File: src/inc/pwm_consts.svh
// Constants of the multichannel pulse-width generator
// What this block does
// - Eight programmable pulse-width channels, numbered one through eight.
// - Cycle period and high time are both counted in microseconds.
// - All channels share one period, the value given by the latest accepted command other than a release.
// - With timer interrupts in use, only channels one to four are available; one to three in the reduced variant.
// - Programming a channel turns its pin into an output.
// - A programmed channel runs on alone until reprogrammed or reset.
// - Output is high for the high time, low for the rest of the period.
// - High time of minus one leaves the pin as plain digital I/O.
// - The reduced variant offers only six usable channels.
// - Reduced variant keeps eight-channel numbering; two numbers have no pin.
`ifndef PWM_CONSTS_SVH
`define PWM_CONSTS_SVH
`define CLK_FREQ_HZ 20000000
`define HZ_PER_MHZ 1000000
`define CYC_PER_US (`CLK_FREQ_HZ / `HZ_PER_MHZ)
`define NUM_CHANNELS 8
`define TIME_W 16
`define HIGH_W 17
`define HIGH_RELEASE 17'h1FFFF
`define CHAN_FIRST 4'h1
`define CHAN_LAST 4'h8
`define TIMER_CHANNELS 4'h4
`define REDUCED_CHANNELS 6
`define REDUCED_NOPIN_MASK 8'h28
`define TIMER_MASK 8'h0F
`endif

File: src/inc/pwm_pkg.sv
// Types shared by the pulse-width generator files
package pwm_pkg;
	typedef logic [15:0] us_time_type;
	typedef logic [4:0] prescale_type;
	typedef enum logic [1:0] {RES_NONE, RES_DONE, RES_REFUSED} cmd_result_type;
endpackage

File: src/rtl/pwm_channel.sv
// One pulse-width output channel with its own high time
`include "pwm_consts.svh"
module pwm_channel (
	// Clock and reset
	input wire logic clk_sys_i,
	input wire logic rst_i,
	// Command for this channel
	input wire logic load_i,
	input wire logic release_i,
	input wire logic allowed_i,
	input wire pwm_pkg::us_time_type high_us_i,
	// Shared microsecond position in the period
	input wire pwm_pkg::us_time_type us_count_i,
	// Pin side
	output logic pwm_o,
	output logic select_o
);
	logic active_ff;
	logic nxt_active;
	pwm_pkg::us_time_type high_ff;
	pwm_pkg::us_time_type nxt_high;
	logic pwm_ff;
	logic nxt_pwm;
	logic sel_ff;
	logic nxt_sel;

	// Program, release or keep; the waveform itself needs no software
	always_comb begin
		nxt_active = active_ff;
		nxt_high = high_ff;
		if (load_i) begin
			nxt_active = ~release_i;
			if (!release_i) begin
				nxt_high = high_us_i;
			end
		end
		nxt_sel = nxt_active & allowed_i;
		// Zero high time never beats the count, so the pin stays low
		nxt_pwm = nxt_sel & (us_count_i < nxt_high);
	end

	// State registers
	always_ff @(posedge clk_sys_i) begin
		if (rst_i) begin
			active_ff <= 1'b0;
			high_ff <= 16'h0000;
			pwm_ff <= 1'b0;
			sel_ff <= 1'b0;
		end else begin
			active_ff <= nxt_active;
			high_ff <= nxt_high;
			pwm_ff <= nxt_pwm;
			sel_ff <= nxt_sel;
		end
	end

	assign pwm_o = pwm_ff;
	assign select_o = sel_ff;
endmodule

File: src/rtl/multichannel_hw_pwm.sv
// Multichannel pulse-width generator: command decode, shared period, channels
`include "pwm_consts.svh"
module multichannel_hw_pwm #(
	parameter bit REDUCED_VARIANT = 1'b0
) (
	// Clock and reset
	input wire logic clk_sys_i,
	input wire logic rst_i,
	// Software command, same clock domain
	input wire logic cmd_valid_i,
	input wire logic [3:0] cmd_channel_i,
	input wire pwm_pkg::us_time_type cmd_cycle_us_i,
	input wire logic [16:0] cmd_high_us_i,
	// Timer interrupt facility in use, asynchronous level
	input wire logic timer_irq_mode_i,
	// Command status
	output logic cmd_done_o,
	output logic cmd_refused_o,
	output pwm_pkg::us_time_type cycle_us_o,
	// Pin side
	output logic [7:0] pwm_o,
	output logic [7:0] pin_function_select_o
);
	// Timer mode synchroniser
	logic tmr_meta_ff;
	logic tmr_sync_ff;
	logic nxt_tmr_meta;
	logic nxt_tmr_sync;

	// Microsecond prescaler and shared period position
	pwm_pkg::prescale_type pre_ff;
	pwm_pkg::prescale_type nxt_pre;
	pwm_pkg::us_time_type us_cnt_ff;
	pwm_pkg::us_time_type nxt_us_cnt;
	pwm_pkg::us_time_type period_ff;
	pwm_pkg::us_time_type nxt_period;
	logic us_tick;
	logic [16:0] us_next_wide;

	// Command decode
	logic done_ff;
	logic refused_ff;
	logic nxt_done;
	logic nxt_refused;
	pwm_pkg::cmd_result_type nxt_res;
	logic [7:0] allowed;
	logic [7:0] chan_onehot;
	logic [7:0] load;
	logic in_range;
	logic high_ok;
	logic release_req;
	logic cmd_ok;

	// Level from a pin: two flops before anything looks at it
	always_comb begin
		nxt_tmr_meta = timer_irq_mode_i;
		nxt_tmr_sync = tmr_meta_ff;
	end

	always_ff @(posedge clk_sys_i) begin
		if (rst_i) begin
			tmr_meta_ff <= 1'b0;
			tmr_sync_ff <= 1'b0;
		end else begin
			tmr_meta_ff <= nxt_tmr_meta;
			tmr_sync_ff <= nxt_tmr_sync;
		end
	end

	// Which channel numbers have a usable output in the present setup
	always_comb begin
		allowed = 8'hFF;
		if (REDUCED_VARIANT) begin
			allowed = allowed & ~`REDUCED_NOPIN_MASK;
		end
		if (tmr_sync_ff) begin
			allowed = allowed & `TIMER_MASK;
		end
	end

	// Validate the command; refused commands change nothing
	always_comb begin
		in_range = (cmd_channel_i >= `CHAN_FIRST) && (cmd_channel_i <= `CHAN_LAST);
		chan_onehot = 8'h00;
		if (in_range) begin
			chan_onehot = 8'h01 << (cmd_channel_i - `CHAN_FIRST);
		end
		release_req = (cmd_high_us_i == `HIGH_RELEASE);
		// Other negative high times have no meaning and are refused
		high_ok = release_req | ~cmd_high_us_i[16];
		cmd_ok = cmd_valid_i & in_range & high_ok & |(chan_onehot & allowed);
		load = cmd_ok ? chan_onehot : 8'h00;
	end

	// Command result, decoded ahead of the flops so both status pins leave a register
	always_comb begin
		nxt_res = pwm_pkg::RES_NONE;
		if (cmd_valid_i) begin
			nxt_res = cmd_ok ? pwm_pkg::RES_DONE : pwm_pkg::RES_REFUSED;
		end
		case (nxt_res)
			pwm_pkg::RES_DONE: begin
				nxt_done = 1'b1;
				nxt_refused = 1'b0;
			end
			pwm_pkg::RES_REFUSED: begin
				nxt_done = 1'b0;
				nxt_refused = 1'b1;
			end
			default: begin
				nxt_done = 1'b0;
				nxt_refused = 1'b0;
			end
		endcase
	end

	// One cycle pulses: an idle cycle or the next command overwrites them
	always_ff @(posedge clk_sys_i) begin
		if (rst_i) begin
			done_ff <= 1'b0;
			refused_ff <= 1'b0;
		end else begin
			done_ff <= nxt_done;
			refused_ff <= nxt_refused;
		end
	end

	// Status pins straight from their flops
	assign cmd_done_o = done_ff;
	assign cmd_refused_o = refused_ff;

	// Time base: one tick per microsecond, period position wraps at the shared period
	always_comb begin
		us_tick = (pre_ff == 5'(`CYC_PER_US - 1));
		nxt_pre = us_tick ? 5'h00 : pre_ff + 5'h01;
		us_next_wide = {1'b0, us_cnt_ff} + 17'h00001;
		nxt_us_cnt = us_cnt_ff;
		if (us_tick) begin
			nxt_us_cnt = (us_next_wide >= {1'b0, period_ff}) ? 16'h0000 : us_next_wide[15:0];
		end
		// Any accepted command other than a release sets the one period for every channel
		nxt_period = period_ff;
		if (cmd_ok && !release_req) begin
			nxt_period = cmd_cycle_us_i;
		end
	end

	// The running count is not restarted on a new period, so other channels keep phase
	always_ff @(posedge clk_sys_i) begin
		if (rst_i) begin
			pre_ff <= 5'h00;
			us_cnt_ff <= 16'h0000;
			period_ff <= 16'h0000;
		end else begin
			pre_ff <= nxt_pre;
			us_cnt_ff <= nxt_us_cnt;
			period_ff <= nxt_period;
		end
	end

	assign cycle_us_o = period_ff;

	// One channel instance per output pin
	genvar ch;
	generate
		for (ch = 0; ch < `NUM_CHANNELS; ch++) begin : g_chan
			pwm_channel u_chan (
				.clk_sys_i(clk_sys_i),
				.rst_i(rst_i),
				.load_i(load[ch]),
				.release_i(release_req),
				.allowed_i(allowed[ch]),
				.high_us_i(cmd_high_us_i[15:0]),
				.us_count_i(us_cnt_ff),
				.pwm_o(pwm_o[ch]),
				.select_o(pin_function_select_o[ch])
			);
		end
	endgenerate
endmodule

File: config.mk
export PLATFORM = sky130hd
export DESIGN_NAME = multichannel_hw_pwm
export DESIGN_NICKNAME = d
export VERILOG_FILES = /design/src/inc/pwm_pkg.sv /design/src/rtl/pwm_channel.sv /design/src/rtl/multichannel_hw_pwm.sv
export VERILOG_INCLUDE_DIRS = /design/src /design/src/inc
export SDC_FILE = /design/constraint.sdc
export NUM_CORES = 1
export LEC_CHECK = 0
export BUFFER_PORTS_ARGS = -buffer_cell sky130_fd_sc_hd__buf_2
export CAP_MARGIN = 40
export CORE_UTILIZATION = 60
export CTS_CLUSTER_DIAMETER = 80
export DETAILED_ROUTE_END_ITERATION = 10
export GPL_TIMING_DRIVEN = 0
export PLACE_DENSITY = 0.91
export SKIP_CTS_REPAIR_TIMING = 1
export SLEW_MARGIN = 40
export SYNTH_ARGS = -nofsm -noshare
export SYNTH_HDL_FRONTEND = slang
export SYNTH_SLANG_ARGS = --single-unit
File: constraint.sdc
create_clock -name clk_sys_i -period 7.9 [get_ports clk_sys_i]
set_input_delay 2.37 -clock clk_sys_i [delete_from_list [all_inputs] [get_ports clk_sys_i]]
set_output_delay 2.37 -clock clk_sys_i [all_outputs]
set_load 0.005 [all_outputs]
## Word-level counts from Yosys, hierarchy flattened

Cells that the tools add are included.
Widths: inputs -> output; s select.

| operators by class | value |
|---|---|
| add/sub/neg operators | 3 |
| multipliers | 0 |
| divide/modulo/power cells | 0 |
| $lt $le $gt $ge | 11 |
| equality and inequality tests | 4 |
| shifts and indexed selects | 1 |
| multiplexer cells | 32 |
| bitwise logic cells | 23 |
| reductions and logical operators | 5 |

Operator list:

| kind | number |
|---|---|
| $mux 16 | 17 |
| $lt 16x16->1 | 8 |
| $mux 8 | 3 |
| $and 1x1->1 | 19 |
| $add 16x1->17 const B | 1 |
| $eq 17x17->1 const B | 1 |
| $ge 17x16->1 | 1 |
| $mux 1 | 10 |
| $and 8x8->8 | 1 |
| $reduce_or 8->1 | 1 |
| $shl 1x4->8 const A | 1 |
| $add 5x1->5 const B | 1 |
| $eq 5x5->1 const B | 1 |
| $ge 4x1->1 const B | 1 |
| $le 4x4->1 const B | 1 |
| $mux 2 | 2 |
| $sub 4x1->4 const B | 1 |
| $eq 2x1->1 const B | 1 |
| $eq 2x2->1 const B | 1 |
| $logic_and 1x1->1 | 2 |
| $not 1->1 | 2 |
| $reduce_or 2->1 | 1 |
| $logic_not 1->1 | 1 |
| $or 1x1->1 | 1 |

| storage, ports and cells | value |
|---|---|
| register bits after elaboration | 193 |
| bits in latches | 0 |
| bits in writable memories | 0 |
| ROM bits | 0 |
| input bits | 41 |
| output and inout port bits | 34 |
| word-level logic and storage cells | 118 |
| memories kept | 0 |

## Longest topological paths before layout

| depth | value |
|---|---|
| word-level depth | 10 |
| mapped depth | 15 |
| mapped depth without buffers | 12 |

## By module

From an unflattened synthesis, not the netlist that was laid out.

| unflattened totals | value |
|---|---|
| cells, all modules | 1035 |
| area total of the unflattened synthesis | 10555.1 µm² |

By module, submodules not included:

| module | instances | cells each | area an instance (µm²) | sequential area each (µm²) |
|---|---|---|---|---|
| pwm_channel | 8 | 95 | 1021.0 | 380.4 |
| multichannel_hw_pwm | 1 | 275 | 2387.3 | 820.8 |

## Worst setup path before layout

No wires, ideal clock.

| path | value |
|---|---|
| path kind | input to register |
| start | input port cmd_high_us_i[13] |
| end | register g_chan[5].u_chan.pwm_ff |
| arrival time | 5.213 ns |
| path slack | 2.591 ns |
| stages | 15 |
| cells stage by stage | buf_4 nand4_1 o41ai_4 nand4_2 or2_1 buf_4 buf_6 o22ai_2 ha_1 a21o_1 a21o_1 a221o_1 nand2_1 o2111ai_1 nor4b_1 |

| between the ends | value |
|---|---|
| word-level cells in the longest chain between the ends | 8 |

RTL lines:

| what | line | source |
|---|---|---|
| from (decl) | multichannel_hw_pwm.sv:13 | `input wire logic [16:0] cmd_high_us_i,` |
| $eq 17x17->1 (no source line) | n/a |  |
| $or 1x1->1 | multichannel_hw_pwm.sv:90 | `high_ok = release_req \| ~cmd_high_us_i[16];` |
| $and 1x1->1 (2 in a row) | multichannel_hw_pwm.sv:91 | `cmd_ok = cmd_valid_i & in_range & high_ok & \|(chan_onehot & allowed);` |
| $mux 8 | multichannel_hw_pwm.sv:92 | `load = cmd_ok ? chan_onehot : 8'h00;` |
| $mux 16 / $mux 1 (equally long branches) | pwm_channel.sv:31 | `if (load_i) begin` |
| $lt 16x16->1 / $and 1x1->1 (equally long branches) | pwm_channel.sv:39, pwm_channel.sv:37 |  |
| $and 1x1->1 (*) | pwm_channel.sv:39 | `nxt_pwm = nxt_sel & (us_count_i < nxt_high);` |
| to (signal assigned) | pwm_channel.sv:52 | `pwm_ff <= nxt_pwm;` |
| to (decl) | pwm_channel.sv:22 | `logic pwm_ff;` |

Every way passes the cells marked *; elsewhere a longest branch is shown, timed or not.
A chain may end at the register's enable or synchronous reset.

## Worst setup path after layout

| path | value |
|---|---|
| start | input port cmd_high_us_i[8] |
| end | register g_chan[5].u_chan.pwm_ff |

The elaborated chain is that of the path after synthesis.

==> impl_metrics.csv <==
group,metric,value,unit
worst_setup_path,cp-start-kind,"input port",
synthesis,synthesis.nets,1286,
power_and_ir_drop,p_per_area,176.1,nW/um^2
floorplanning,core-area,16760,sq um
hold_path,hold_class,"flip-flop to flip-flop",
timing,worst_pin_slew,0.9386,ns
power_and_ir_drop,power_frac_clock,44.7,%
final_layout,fill_cells,1165,
worst_setup_path,worstPathMaxFanout,10,
synthesis,synth_area_per_cell,9.428,sq um
synthesis,synthDistinctLibCells,70,
detailed_routing,ant_nets,0,
final_layout,fin_nets,1361,
floorplanning,die_w,133.9,um
global_route,grt_pass1_wl,48.51,mm
floorplanning,io_pins,75,
worst_setup_path,critical_path_class,"input port to flip-flop",
global_route,grt_pass1_vias,9431,
synthesis,synth_area,10440,sq um
worst_setup_path,rrSetupSlack,3.50,ns
worst_setup_path,required,8.22,ns
global_route,overflow,0,
detailed_routing,drc,0,
timing,final_max_slew_viol_count,0,
detailed_routing,first_pass_iters,8,
worst_setup_path,critPathCaptureType,"flip-flop",
global_route,grt_use_total,35.36,%
synthesis,ys_seq_area_share,36.25,%
timing,setup_viol,0,
placed_design,port_buffers,56,
floorplanning,rows,47,
detailed_routing,first_iter_violations,1048,
clocking,clkSlewWorstSetupHoldPaths,0.07,ns
timing,fin_crit,5.766,ns
timing,tns,0,ns
synthesis,ys_ff_latch,189,
timing,slew_headroom,37.43,%
power_and_ir_drop,ir_worst_vdd,175.2,uV
power_and_ir_drop,total_switching_power,0.0005054,W
synthesis,syn_inst,1107,
clocking,cts_sinks,189,
power_and_ir_drop,switching_share,24.67,%
detailed_routing,viasPerCell,6.702,
final_layout,drive_above_1_share,17.66,%
detailed_routing,vias,9483,
power_and_ir_drop,combinationalPowerShare,7.9,%
clocking,tritoncts,"done",
synthesis,synth_edf_count,0,
placed_design,gp_congestion,0.9633,
synthesis,yosysWarningCount,0,
clocking,numCtsBuffers,17,
power_and_ir_drop,seqPwrFrac,47.4,%
detailed_routing,routed_wl,31.10,mm
timing,clock.fmax,173.4,MHz
floorplanning,die_h,133.9,um
placed_design,place_hpwl,20.42,mm
outcome,status,"complete, no violations",
detailed_routing,wl_per_cell,21.98,um
final_layout,syn_to_final_growth,11.47,%
synthesis,ys.flop_type,"dfxtp_1",
timing,hold_viol_final,0,
final_layout,antenna_cells,0,
power_and_ir_drop,p_int,0.001543,W
power_and_ir_drop,leakage,4.901,nW
timing,fin_worst_skew,0.008446,ns
worst_setup_path,critPathArrivalTime,6.09,ns
timing,rsz0062_at_grt,"false",
synthesis,ys_async_sr_fraction,0,%
clocking,cts_max_level,4,
floorplanning,die_area,17930,sq um
hold_path,min-delay-start,"pre_ff[0]",
timing,finalCritPeriodShare,72.99,%
global_route,grt_max_degree,17,
worst_setup_path,reg2reg_from,"us_cnt_ff[1]",
run,drv_cap,0,
global_route,antenna_found_initial,0,
clocking,cts_buffer_depth,2,
clocking,clkLatencyLatePin,0.45,ns
floorplanning,initial_core_util,62.27,%
timing,holdWs,0.4464,ns
clocking,root_buffer,"clkbuf_16",
worst_setup_path,crit_path_start,"cmd_high_us_i[8]",
-- cell usage after synthesis (4+ instances only) --
library cell / count / area (sq um)
dfxtp_1: 189 / 3784
nor2_1: 159 / 596.8
ha_1: 138 / 1727
o22ai_1: 69 / 431.7
a21oi_1: 57 / 285.3
nand2_1: 56 / 210.2
o21ai_0: 32 / 160.2
buf_4: 31 / 232.7
o22ai_2: 29 / 362.9
clkbuf_1: 27 / 101.4
inv_1: 23 / 86.33
nand4_1: 23 / 143.9
nand3_1: 21 / 105.1
nor3_1: 21 / 105.1
mux2i_1: 19 / 190.2
a21o_1: 17 / 127.6
buf_2: 17 / 85.08
o21a_1: 12 / 90.09
o22ai_4: 10 / 200.2
or3_1: 10 / 62.56
xnor2_1: 10 / 87.58
a22o_1: 8 / 70.07
nand2b_1: 8 / 50.05
nor2b_1: 8 / 50.05
and4_1: 7 / 61.31
buf_6: 7 / 78.83
a211oi_1: 6 / 45.04
and3_1: 6 / 37.54
xor2_1: 6 / 52.55
a2111oi_0: 5 / 43.79
nor4_4: 5 / 106.4
a31oi_1: 4 / 25.02
nor4_1: 4 / 25.02
nor4b_1: 4 / 35.03
o211ai_1: 4 / 30.03
o221a_2: 4 / 45.04
o221ai_1: 4 / 35.03
-- cells by family after synthesis --
group,after synthesis,share of synthesized area (%)
fa+ha+maj,138,16.54
buf+inv,106,5.791
flops,189,36.25
mux,19,1.822
compound gates,280,20.55
simple gates,359,17.70
xor+xnor,16,1.343
-- registers in the layout, indices dropped and copies added, names as in the netlist --
name,flops
cmd_refused_o,1
cycle_us_o,16
pre_ff,5
g_chan.u_chan.high_ff,128
g_chan.u_chan.select_o,8
tmr_sync_ff,1
nxt_tmr_sync,1
g_chan.u_chan.active_ff,4
cmd_done_o,1
g_chan.u_chan.pwm_o,8
us_cnt_ff,16
-- power by group through the flow --
stage	combinational [W]	clock (W)	sequential, W
after floorplan	0.000102	0	0.000992
after global placement	0.000148	0	0.000992
after detailed placement	0.000153	0	0.000993
after CTS	0.000156	0.000908	0.000971
after global routing	0.000171	0.000951	0.000972
final	0.000162	0.000916	0.000971
-- layout by cell type (no fill, tap or decap), drive strengths merged, types with 10 or more instances in the layout --
master  instances
dfxtp         189
nand3          21
nor4           11
o22ai         108
nand4          25
o21ai          33
a21oi          57
nor2          159
nor3           24
a21o           17
o21a           12
or3            10
xnor2          10
nand2          56
clkbuf         47
ha            138
mux2i          19
buf           112
inv            24
-- final timing paths --
kind / depth (start not counted) / to
setup / recovery: 15 / g_chan[5].u_chan.pwm_o
setup reg to reg: 12 / us_cnt_ff[5]
hold / removal: 1 / pre_ff[0]
hold reg to reg: 1 / pre_ff[0]
-- layout make-up --
class | instances | area [sq um] | share of cell area [%]
inverter | 23 | 86.33 | 0.7421
multi-input combinational | 812 | 6057 | 52.06
clock buffer | 20 | 466.7 | 4.012
clock inverter | 12 | 161.4 | 1.387
timing repair buffer | 56 | 280.3 | 2.409
buffer | 83 | 518.0 | 4.453
tap | 220 | 275.3 | 2.366
sequential | 189 | 3789 | 32.57
-- stage by stage --
stage	cells	worst slack, ns	utilization [%]	cell area [sq um]	power, W
finish	1415	2.134	69.41	11630	0.002049
global route	1415	2.076	69.41	11630	0.002093
CTS	1415	2.293	69.38	11630	0.002035
detailed placement	1383	1.903	65.64	11000	0.001145
global placement	1383	1.995	65.58	10990	0.001140
floorplan	1107	2.591	-	10440	0.001094
-- worst max-delay path: stages --
cell and delay (ns):
buf_2 0.41, nand4_1 0.26, o41ai_4 0.38, nand4_2 0.29
or2_1 0.30, buf_4 0.16, buf_6 0.15, o22ai_2 0.14
ha_1 0.26, a21o_1 0.17, a21o_1 0.18, a221o_1 0.36
nand2_1 0.09, o2111ai_1 0.13, nor4b_1 0.42
-- metal layers --
layer,routed length (um),up-vias,track usage (%)
li1,-,4229,-
met1,11610,4438,42.20
met2,13560,610,54.00
met3,3331,206,8.352
met4,2600,0,29.48
met5,0,-,0
(Power assumes the default switching activity.)
